<file path="src/hdl/dio_pkg.sv">
// Constants, types and register map of the seven-pin digital I/O port.
// Assumes a 50 MHz APB clock; all pins are sampled on that clock.
package dio_pkg;
  localparam int NUM_PINS = 7;
  localparam int ADDR_W   = 8;
  localparam int DATA_W   = 32;
  localparam int CNT_W    = 24;

  typedef enum logic [1:0] {
    MODE_DEFAULT = 2'b00,
    MODE_INPUT   = 2'b01,
    MODE_OUTPUT  = 2'b10,
    MODE_PWM     = 2'b11
  } pin_mode_t;

  // Per-pin setting word, low bits of the configuration register
  typedef struct packed {
    logic      invert;
    logic      value;
    pin_mode_t mode;
  } pin_cfg_t;

  localparam pin_cfg_t             CFG_RESET    = '0;
  localparam logic [CNT_W-1:0]     PWM_RESET    = 24'h0;
  localparam logic [ADDR_W-1:0]    CFG_BASE     = 8'h00;
  localparam logic [ADDR_W-1:0]    PERIOD_BASE  = 8'h20;
  localparam logic [ADDR_W-1:0]    LOW_BASE     = 8'h40;
  localparam logic [ADDR_W-1:0]    CTRL_ADDR    = 8'h60;
  localparam logic [ADDR_W-1:0]    STATUS_ADDR  = 8'h64;
  localparam int                   CTRL_EXT_TRIG_BIT = 0;
  localparam int                   STATUS_PROT_BIT   = 7;
  localparam int                   STATUS_LOAD_BIT   = 8;

  // Default role of each pin, by index
  localparam int PIN_CLEAR    = 0;
  localparam int PIN_PROT     = 1;
  localparam int PIN_ONOFF    = 2;
  localparam int PIN_TRIG     = 3;
  localparam int PIN_INHIBIT  = 4;
  localparam int PIN_SYNC_ON  = 5;
  localparam int PIN_SYNC_OFF = 6;

  localparam int CLK_PERIOD_NS  = 20;
  localparam int PULSE_WIDTH_NS = 30000;
  localparam int PULSE_CYCLES   =
    (PULSE_WIDTH_NS + CLK_PERIOD_NS - 1) / CLK_PERIOD_NS;
  localparam int PULSE_W        = $clog2(PULSE_CYCLES + 1);
endpackage

</file>
<file path="src/hdl/pwm_gen.sv">
// One PWM generator: a free counter over a programmed period.
// Assumes period and low count are stable registers of the caller.
`timescale 1ns/10ps
module pwm_gen #(
  parameter int CNT_W = 24
) (
  input  wire logic             pclk,
  input  wire logic             presetn,
  input  wire logic             enable,
  input  wire logic [CNT_W-1:0] period,
  input  wire logic [CNT_W-1:0] low_cycles,
  output logic                  low_phase_q
);
  logic [CNT_W-1:0] cnt_q;
  logic [CNT_W-1:0] cnt_d;
  logic             low_phase_d;

  always_comb begin
    cnt_d       = cnt_q;
    low_phase_d = 1'b0;
    if (!enable || period == '0) begin
      cnt_d = '0;
    end else begin
      // Wrap on period change too, so a shorter period never stalls
      cnt_d       = (cnt_q >= period - 1'b1) ? '0 : cnt_q + 1'b1;
      low_phase_d = (cnt_q < low_cycles);
    end
  end

  always_ff @(posedge pclk or negedge presetn) begin
    if (!presetn) begin
      cnt_q       <= '0;
      low_phase_q <= 1'b0;
    end else begin
      cnt_q       <= cnt_d;
      low_phase_q <= low_phase_d;
    end
  end
endmodule

</file>
<file path="src/hdl/digital_io_port.sv">
// Seven-pin configurable digital I/O port with an APB register slave.
// Assumes pins and core status inputs are synchronous to pclk.
//
// Behaviour
// Seven pins, each default role or generic
// Pins 1-4: clear, protection, on/off, trigger
// Pins 5-7: inhibit, sync on, sync off
// Pulses are high-to-low edges, in and out
// Generic output: true drives low, false high
// Generic input level readable by control logic
// PWM output from per-pin period and duty
// Invert option flips a pin's active level
// Inhibit active high; load off while active
// Clear pulse clears a present protection state
// Load off-to-on without protection emits pulse
// Pin four triggers when external source chosen
// Duty sets the low fraction of each period
//
// The APB slave port and the register offsets are this design's own decisions.
`timescale 1ns/10ps
module digital_io_port
  import dio_pkg::*;
#(
  parameter int PWM_W = dio_pkg::CNT_W
) (
  input  wire logic                        pclk,
  input  wire logic                        presetn,
  input  wire logic                        psel,
  input  wire logic                        penable,
  input  wire logic                        pwrite,
  input  wire logic [dio_pkg::ADDR_W-1:0]  paddr,
  input  wire logic [dio_pkg::DATA_W-1:0]  pwdata,
  output logic                             pready,
  output logic [dio_pkg::DATA_W-1:0]       prdata,
  output logic                             pslverr,
  input  wire logic [dio_pkg::NUM_PINS-1:0] pin_in,
  output logic [dio_pkg::NUM_PINS-1:0]     pin_out,
  output logic [dio_pkg::NUM_PINS-1:0]     pin_oe,
  input  wire logic                        prot_active,
  input  wire logic                        load_on,
  output logic                             prot_clear,
  output logic                             trigger,
  output logic                             inhibit,
  output logic                             sync_on,
  output logic                             sync_off
);
  import dio_pkg::*;
  function automatic logic [ADDR_W-1:0] slot(logic [ADDR_W-1:0] base,
                                            int idx);
    return base + ADDR_W'(idx * 4);
  endfunction
  // Register file
  pin_cfg_t          cfg_q    [NUM_PINS];
  pin_cfg_t          cfg_d    [NUM_PINS];
  logic [PWM_W-1:0]  period_q [NUM_PINS];
  logic [PWM_W-1:0]  period_d [NUM_PINS];
  logic [PWM_W-1:0]  low_q    [NUM_PINS];
  logic [PWM_W-1:0]  low_d    [NUM_PINS];
  logic              ext_trig_q;
  logic              ext_trig_d;
  logic              wr_en;
  assign wr_en = psel && penable && pwrite;
  always_comb begin
    cfg_d      = cfg_q;
    period_d   = period_q;
    low_d      = low_q;
    ext_trig_d = ext_trig_q;
    if (wr_en) begin
      for (int i = 0; i < NUM_PINS; i++) begin
        if (paddr == slot(CFG_BASE, i))
          cfg_d[i] = pin_cfg_t'(pwdata[$bits(pin_cfg_t)-1:0]);
        if (paddr == slot(PERIOD_BASE, i))
          period_d[i] = pwdata[PWM_W-1:0];
        if (paddr == slot(LOW_BASE, i))
          low_d[i] = pwdata[PWM_W-1:0];
      end
      if (paddr == CTRL_ADDR)
        ext_trig_d = pwdata[CTRL_EXT_TRIG_BIT];
    end
  end
  always_ff @(posedge pclk or negedge presetn) begin
    if (!presetn) begin
      cfg_q      <= '{default: CFG_RESET};
      period_q   <= '{default: PWM_RESET};
      low_q      <= '{default: PWM_RESET};
      ext_trig_q <= 1'b0;
    end else begin
      cfg_q      <= cfg_d;
      period_q   <= period_d;
      low_q      <= low_d;
      ext_trig_q <= ext_trig_d;
    end
  end
  // Per-pin decode of the external level
  logic [NUM_PINS-1:0] level;
  logic [NUM_PINS-1:0] level_prev_q;
  logic [NUM_PINS-1:0] fall;
  logic [NUM_PINS-1:0] dflt;
  logic [NUM_PINS-1:0] pin_true;
  logic [NUM_PINS-1:0] pwm_low;
  always_comb begin
    for (int i = 0; i < NUM_PINS; i++) begin
      level[i]    = pin_in[i] ^ cfg_q[i].invert;
      fall[i]     = level_prev_q[i] & ~level[i];
      dflt[i]     = (cfg_q[i].mode == MODE_DEFAULT);
      pin_true[i] = ~level[i];
    end
  end
  // One generator per pin; cheap compared with sharing a counter
  genvar g;
  generate
    for (g = 0; g < NUM_PINS; g++) begin : gen_pwm
      pwm_gen #(
        .CNT_W (PWM_W)
      ) u_pwm (
        .pclk        (pclk),
        .presetn     (presetn),
        .enable      (cfg_q[g].mode == MODE_PWM),
        .period      (period_q[g]),
        .low_cycles  (low_q[g]),
        .low_phase_q (pwm_low[g])
      );
    end
  endgenerate
  // Pin drivers, events and the outgoing clear pulse
  logic [NUM_PINS-1:0] pin_out_d;
  logic [NUM_PINS-1:0] pin_oe_d;
  logic [PULSE_W-1:0]  pulse_cnt_q;
  logic [PULSE_W-1:0]  pulse_cnt_d;
  logic                load_prev_q;
  logic                pulse_on;
  logic                prot_clear_d;
  logic                trigger_d;
  logic                inhibit_d;
  logic                sync_on_d;
  logic                sync_off_d;
  assign pulse_on = (pulse_cnt_q != '0);
  always_comb begin
    for (int i = 0; i < NUM_PINS; i++) begin
      pin_out_d[i] = 1'b1;
      pin_oe_d[i]  = 1'b0;
      unique case (cfg_q[i].mode)
        MODE_DEFAULT: begin
          if (i == PIN_CLEAR && pulse_on) begin
            pin_oe_d[i]  = 1'b1;
            pin_out_d[i] = cfg_q[i].invert;
          end else if (i == PIN_PROT) begin
            pin_oe_d[i]  = 1'b1;
            pin_out_d[i] = ~prot_active ^ cfg_q[i].invert;
          end else if (i == PIN_ONOFF) begin
            pin_oe_d[i]  = 1'b1;
            pin_out_d[i] = load_on ^ cfg_q[i].invert;
          end
        end
        MODE_INPUT:  pin_oe_d[i] = 1'b0;
        MODE_OUTPUT: begin
          pin_oe_d[i]  = 1'b1;
          pin_out_d[i] = ~cfg_q[i].value ^ cfg_q[i].invert;
        end
        MODE_PWM: begin
          pin_oe_d[i]  = 1'b1;
          pin_out_d[i] = ~pwm_low[i] ^ cfg_q[i].invert;
        end
      endcase
    end
    // Own clear pulse is ignored as an input while it is driven
    prot_clear_d = dflt[PIN_CLEAR] && !pulse_on && fall[PIN_CLEAR] &&
                   prot_active;
    trigger_d    = dflt[PIN_TRIG] && fall[PIN_TRIG] && ext_trig_q;
    inhibit_d    = dflt[PIN_INHIBIT] && level[PIN_INHIBIT];
    sync_on_d    = dflt[PIN_SYNC_ON] && fall[PIN_SYNC_ON];
    sync_off_d   = dflt[PIN_SYNC_OFF] && fall[PIN_SYNC_OFF];
    pulse_cnt_d = pulse_cnt_q;
    if (pulse_on)
      pulse_cnt_d = pulse_cnt_q - 1'b1;
    else if (dflt[PIN_CLEAR] && load_on && !load_prev_q && !prot_active)
      pulse_cnt_d = PULSE_W'(PULSE_CYCLES);
  end
  always_ff @(posedge pclk or negedge presetn) begin
    if (!presetn) begin
      pin_out      <= '1;
      pin_oe       <= '0;
      level_prev_q <= '0;
      pulse_cnt_q  <= '0;
      load_prev_q  <= 1'b0;
      prot_clear   <= 1'b0;
      trigger      <= 1'b0;
      inhibit      <= 1'b0;
      sync_on      <= 1'b0;
      sync_off     <= 1'b0;
    end else begin
      pin_out      <= pin_out_d;
      pin_oe       <= pin_oe_d;
      level_prev_q <= level;
      pulse_cnt_q  <= pulse_cnt_d;
      load_prev_q  <= load_on;
      prot_clear   <= prot_clear_d;
      trigger      <= trigger_d;
      inhibit      <= inhibit_d;
      sync_on      <= sync_on_d;
      sync_off     <= sync_off_d;
    end
  end
  // APB read path: data latched in setup, so access never waits
  logic [DATA_W-1:0] rdata_d;
  logic              err_d;
  always_comb begin
    rdata_d = '0;
    err_d   = 1'b1;
    for (int i = 0; i < NUM_PINS; i++) begin
      if (paddr == slot(CFG_BASE, i)) begin
        rdata_d = DATA_W'(cfg_q[i]);
        err_d   = 1'b0;
      end
      if (paddr == slot(PERIOD_BASE, i)) begin
        rdata_d = DATA_W'(period_q[i]);
        err_d   = 1'b0;
      end
      if (paddr == slot(LOW_BASE, i)) begin
        rdata_d = DATA_W'(low_q[i]);
        err_d   = 1'b0;
      end
    end
    if (paddr == CTRL_ADDR) begin
      rdata_d[CTRL_EXT_TRIG_BIT] = ext_trig_q;
      err_d                      = 1'b0;
    end
    if (paddr == STATUS_ADDR) begin
      rdata_d[NUM_PINS-1:0]    = pin_true;
      rdata_d[STATUS_PROT_BIT] = prot_active;
      rdata_d[STATUS_LOAD_BIT] = load_on;
      err_d                    = 1'b0;
    end
  end
  always_ff @(posedge pclk or negedge presetn) begin
    if (!presetn) begin
      pready  <= 1'b0;
      prdata  <= '0;
      pslverr <= 1'b0;
    end else begin
      pready <= 1'b1;
      if (psel && !penable) begin
        prdata  <= pwrite ? '0 : rdata_d;
        pslverr <= err_d;
      end
    end
  end
endmodule

</file>
<file path="config.mk">
export PLATFORM = sky130hd
export DESIGN_NAME = digital_io_port
export DESIGN_NICKNAME = d
export VERILOG_FILES = /design/src/hdl/dio_pkg.sv /design/src/hdl/pwm_gen.sv /design/src/hdl/digital_io_port.sv
export SDC_FILE = /design/constraint.sdc
export NUM_CORES = 2
export LEC_CHECK = 0
export ABC_AREA = 1
export BUFFER_PORTS_ARGS = -buffer_cell sky130_fd_sc_hd__clkbuf_2
export CORE_MARGIN = 3
export CORE_UTILIZATION = 35
export CTS_CLUSTER_SIZE = 30
export DETAILED_ROUTE_END_ITERATION = 7
export PLACE_DENSITY = 0.52
export SKIP_LAST_GASP = 1
export SLEW_MARGIN = 5
export SYNTH_ARGS = -nofsm -noshare
export SYNTH_HDL_FRONTEND = slang
export SYNTH_SLANG_ARGS = --single-unit
</file>
<file path="constraint.sdc">
create_clock -name pclk -period 3.8 [get_ports pclk]
set_input_delay 0.57 -clock pclk [delete_from_list [all_inputs] [get_ports pclk]]
set_output_delay 0.57 -clock pclk [all_outputs]
set_load 0.02 [all_outputs]
</file>
==> PnR_summary.wiki <==
{| class="wikitable"
! Metric !! Value
|-
| Run status || finished with violations
|-
| Violated checks || setup timing
|-
| Clock Skews || between 20 and 25 ps
|-
| Post-synthesis instance area || about 37000 µm²
|-
| Clock-pin slew on the worst setup and hold paths || 60 ps
|-
| Count of buffers from port buffering || 90
|-
| Power density normalized to cell area || 358 nW/µm²
|-
| Layout overhead on the synthesized area || 17.5%
|-
| Endpoint of the worst hold path || load_prev_q$_DFF_PN0_
|-
| Top cells by area, synth || sky130_fd_sc_hd__dfrtp_1, sky130_fd_sc_hd__ha_1, sky130_fd_sc_hd__nand2_1
|-
| Residual overflow from global routing || 0
|-
| CTS root buffer || sky130_fd_sc_hd__clkbuf_16
|-
| Routability congestion estimate from global placement || 0.889
|-
| Area share of the largest cell type after synthesis || 40.3%
|-
| FF+latch count, synth || 601
|-
| Maximum number of pins on one net before global-route repair || 82
|-
| Clock latency reported for the late side of the worst-skew pair || 640 ps
|-
| Vias || 31600
|-
| Die Height || 331 µm
|-
| Clock Tree Buf Depth || 3
|-
| First-pass iteration count of the detailed router || 5
|-
| Initial core utilization || a little over a third
|-
| Flop-to-flop setup slack || -100 ps
|-
| Area of the die || 109000 µm²
|-
| Final number of setup-violating endpoints || 24
|-
| Slew of the pin with the lowest slew margin || 1180 ps
|-
| Detailed-placement wirelength estimate || 87.3 mm
|-
| Leakage power || 20.5 nW
|-
| Die Span X || 331 µm
|-
| Maximum Capacitance Violations || 0
|-
| CP Class || reg2reg
|-
| Worst hold start || load_on
|-
| Level count of the clock H-tree || 3
|-
| Highest clock frequency the design can meet || approximately 260 MHz
|-
| Core region area || 104000 µm²
|-
| Post-place instance area || around 40000 µm²
|-
| Routed WL || 117 mm
|-
| Crit path cell chain || buf_4, nor2_2, nand2_4, nor3_4, nand2_2, nor2_4, nand2_2, inv_2, nand4_4, nor3_4, nand4_2, nor2_2, nand3_2, xor2_1, ha_1, nand4_1, nor2_1, nor2_1, o41ai_2, a31oi_1, nand4_4, buf_6, buf_16, nor2_4
|-
| FF-to-FF Start || period_q[27]$_DFFE_PN0P_
|-
| Number of nets with antenna violations after detailed routing || 0
|-
| Number of standard-cell rows in the floorplan || 118
|-
| Number of stages on the worst hold path || 1
|-
| Number of primary I/O pins || 107
|-
| Dpl ws || -159 ps
|-
| Part of the Yosys area used for sequential elements || 40.8%
|-
| Maximum single-stage delay on the critical path || a little over 400 ps
|-
| Max-Slew Margin vs Limit || between 20% and 30%
|-
| Vias per inst || approximately 5.1
|-
| Period Utilization, post-route || 103%
|-
| Dominant cell type by area after synthesis || sky130_fd_sc_hd__dfrtp_1
|-
| Fin nets || 5185
|-
| Final design utilization || 41.6%
|-
| CP max-delay cell || sky130_fd_sc_hd__dfrtp_1
|-
| Power, Total || 15.5 mW
|-
| Number of cells on the worst reg-to-reg path || 24
|-
| Smallest hold slack || 180 ps
|-
| Post-synthesis area per instance || 8.08 µm²
|-
| Endpoint of the worst-slack reg-to-reg timing path || gen_pwm[5].u_pwm.cnt_q[19]$_DFF_PN0_
|-
| Top_reg_cell synth || sky130_fd_sc_hd__dfrtp_1
|-
| Crit path setup slack, layout || -102 ps
|-
| DRC violation count after routing || 0
|-
| List of most frequent post-synthesis cells || sky130_fd_sc_hd__nand2_1, sky130_fd_sc_hd__dfrtp_1, sky130_fd_sc_hd__o21ai_0
|-
| Wire length per cell || approximately 19 µm
|-
| Count of distinct cell types in the synthesized netlist || 59
|-
| Largest driver fanout on the critical path || 6
|-
| Number of antenna violations at the first check in global routing || 6
|-
| Cell area after layout || 43300 µm²
|-
| Yosys Warn Count || 0
|-
| Number of DRC markers in iteration 0 || 2505
|-
| Startpoint type of the worst setup path || flop
|-
| Vias in the first global route || 29800
|-
| Count of final max-slew check failures || 0
|-
| Data arrival, critical path || between 4000 and 5000 ps
|-
| Required time of the critical path || between 4000 and 5000 ps
|-
| Crit path max-delay family || simple AND/OR/NAND/NOR gates
|-
| Maximum vdd drop || 0.000324 V
|-
| Critical Path End Type || flop
|-
| Post-synthesis async set-or-reset flop share || 100%
|-
| Clock tree from TritonCTS || built
|-
| Fraction of layout cells with a size suffix above 1 || 11.7%
|-
| RSZ-0062 raised after global routing || yes
|-
| Cells after Synth || roughly 4600
|-
| Count leader, synth || sky130_fd_sc_hd__nand2_1
|-
| Count of flip-flops with a built-in enable after synthesis || 0
|-
| Total global routing track utilization || 21.4%
|-
| First-pass GRT wire length || 180 mm
|-
| Total clock sinks || between 600 and 700
|-
| Number of hold violations in the final report || 0
|-
| Minimum clock period || between 3000 and 4000 ps
|-
| CP bufs+invs || 4
|-
| Hold crit path type || in2reg
|-
| Num CTS Buffers || 74
|}
-- cell type report --
cell class	instances	area, µm²
Sequential cell	601	15000
Clock inverter	23	285
Timing Repair Buffer	302	2340
Antenna cell	3	7.51
Inverter	501	1880
Multi-Input combinational cell	3307	19800
Clock buffer	114	2250
Tap cell	1380	1730
Fill cell	10600	60800
-- cell families after synthesis --
logic type,after synthesis,synth area share [%]
buf+inv,660,6.91
simple gates,1805,20.8
compound gates,867,13.1
flops,601,40.8
xor+xnor,282,6.70
fa+ha+maj,344,11.7
other cells,2,0.0204
-- flip-flops by register name (all words and copies together) (netlist names), 4 cells and up --
name / count
gen_pwm.u_pwm.low_phase_q: 7
period_q: 168
pulse_cnt_q: 11
low_q: 168
gen_pwm.u_pwm.cnt_q: 168
cfg_q: 28
pin_oe: 7
pin_out: 7
level_prev_q: 4
prdata: 24
-- per-layer routing --
layer	GRT usage [%]	routed length (µm)	vias to the layer above
met3	2.97	6460	121
met2	31.1	48500	707
met1	33.5	59900	15200
met5	0	0	-
met4	4.42	2350	0
li1	-	-	15600
-- worst max path at each step --
stage,cells after the start,slack (ps),startpoint,end
after global routing,27,-280,period_q[26]$_DFFE_PN0P_,gen_pwm[5].u_pwm.cnt_q[17]$_DFF_PN0_
after detailed placement,26,-160,period_q[25]$_DFFE_PN0P_,gen_pwm[5].u_pwm.cnt_q[23]$_DFF_PN0_
final,24,-100,period_q[27]$_DFFE_PN0P_,gen_pwm[5].u_pwm.cnt_q[19]$_DFF_PN0_
after floorplan,20,150,period_q[50]$_DFFE_PN0P_,gen_pwm[4].u_pwm.cnt_q[10]$_DFF_PN0_
after global placement,26,-90,period_q[25]$_DFFE_PN0P_,gen_pwm[5].u_pwm.cnt_q[1]$_DFF_PN0_
after CTS,27,-70,period_q[25]$_DFFE_PN0P_,gen_pwm[5].u_pwm.cnt_q[23]$_DFF_PN0_
-- metrics by stage --
stage	instances	TNS (ps)
2_1_floorplan	4568	0
3_3_place_gp	6058	-1780
3_5_place_dp	6058	-3330
4_1_cts	6214	-1230
5_1_grt	6228	-13840
6_report	6231	-2080
-- cells in the final DEF (no fill, tap or decap), types with 10 or more instances in the layout --
cell type | netlist | layout
sky130_fd_sc_hd__o211ai_1 | 37 | 37
sky130_fd_sc_hd__nand3_1 | 145 | 144
sky130_fd_sc_hd__clkbuf_1 | 141 | 16
sky130_fd_sc_hd__o2111ai_1 | 12 | 11
sky130_fd_sc_hd__ha_1 | 344 | 343
sky130_fd_sc_hd__nand3b_1 | 13 | 13
sky130_fd_sc_hd__inv_1 | 496 | 490
sky130_fd_sc_hd__nand2_1 | 963 | 949
sky130_fd_sc_hd__nor2_2 | 28 | 22
sky130_fd_sc_hd__clkbuf_8 | 0 | 23
sky130_fd_sc_hd__clkbuf_2 | 0 | 89
sky130_fd_sc_hd__a21boi_0 | 12 | 12
sky130_fd_sc_hd__nor2_4 | 1 | 41
sky130_fd_sc_hd__xnor2_1 | 84 | 84
sky130_fd_sc_hd__nand2_2 | 2 | 14
sky130_fd_sc_hd__buf_12 | 2 | 14
sky130_fd_sc_hd__o21ai_0 | 500 | 499
sky130_fd_sc_hd__buf_4 | 8 | 188
sky130_fd_sc_hd__nand4_1 | 81 | 81
sky130_fd_sc_hd__nor2_1 | 435 | 401
sky130_fd_sc_hd__nor3_1 | 73 | 63
sky130_fd_sc_hd__a211oi_1 | 24 | 23
sky130_fd_sc_hd__xor2_1 | 198 | 198
sky130_fd_sc_hd__dfrtp_1 | 594 | 594
sky130_fd_sc_hd__o221ai_1 | 16 | 16
sky130_fd_sc_hd__a21oi_1 | 192 | 192
sky130_fd_sc_hd__nor4_1 | 21 | 21
sky130_fd_sc_hd__nor3_2 | 9 | 13
sky130_fd_sc_hd__o21a_1 | 10 | 10
sky130_fd_sc_hd__o22ai_1 | 21 | 21
sky130_fd_sc_hd__clkbuf_16 | 0 | 77
-- power by group --
part           total (mW)  internal [mW]  switching [mW]
clock network        7.41           4.44            2.97
registers            6.54           6.47          0.0726
logic                1.54          0.561           0.975
total                15.5           11.5            4.02
-- timing repair --
item	4_1_cts	5_1_grt
buffers inserted	15	12
pin swaps	0	18
endpoints found under the setup margin	24	143
hold buffers	1	0
gates resized for setup	17	113
hold endpoints to repair	61	0
cloned	3	3
Power figures use the tool's default switching activity.
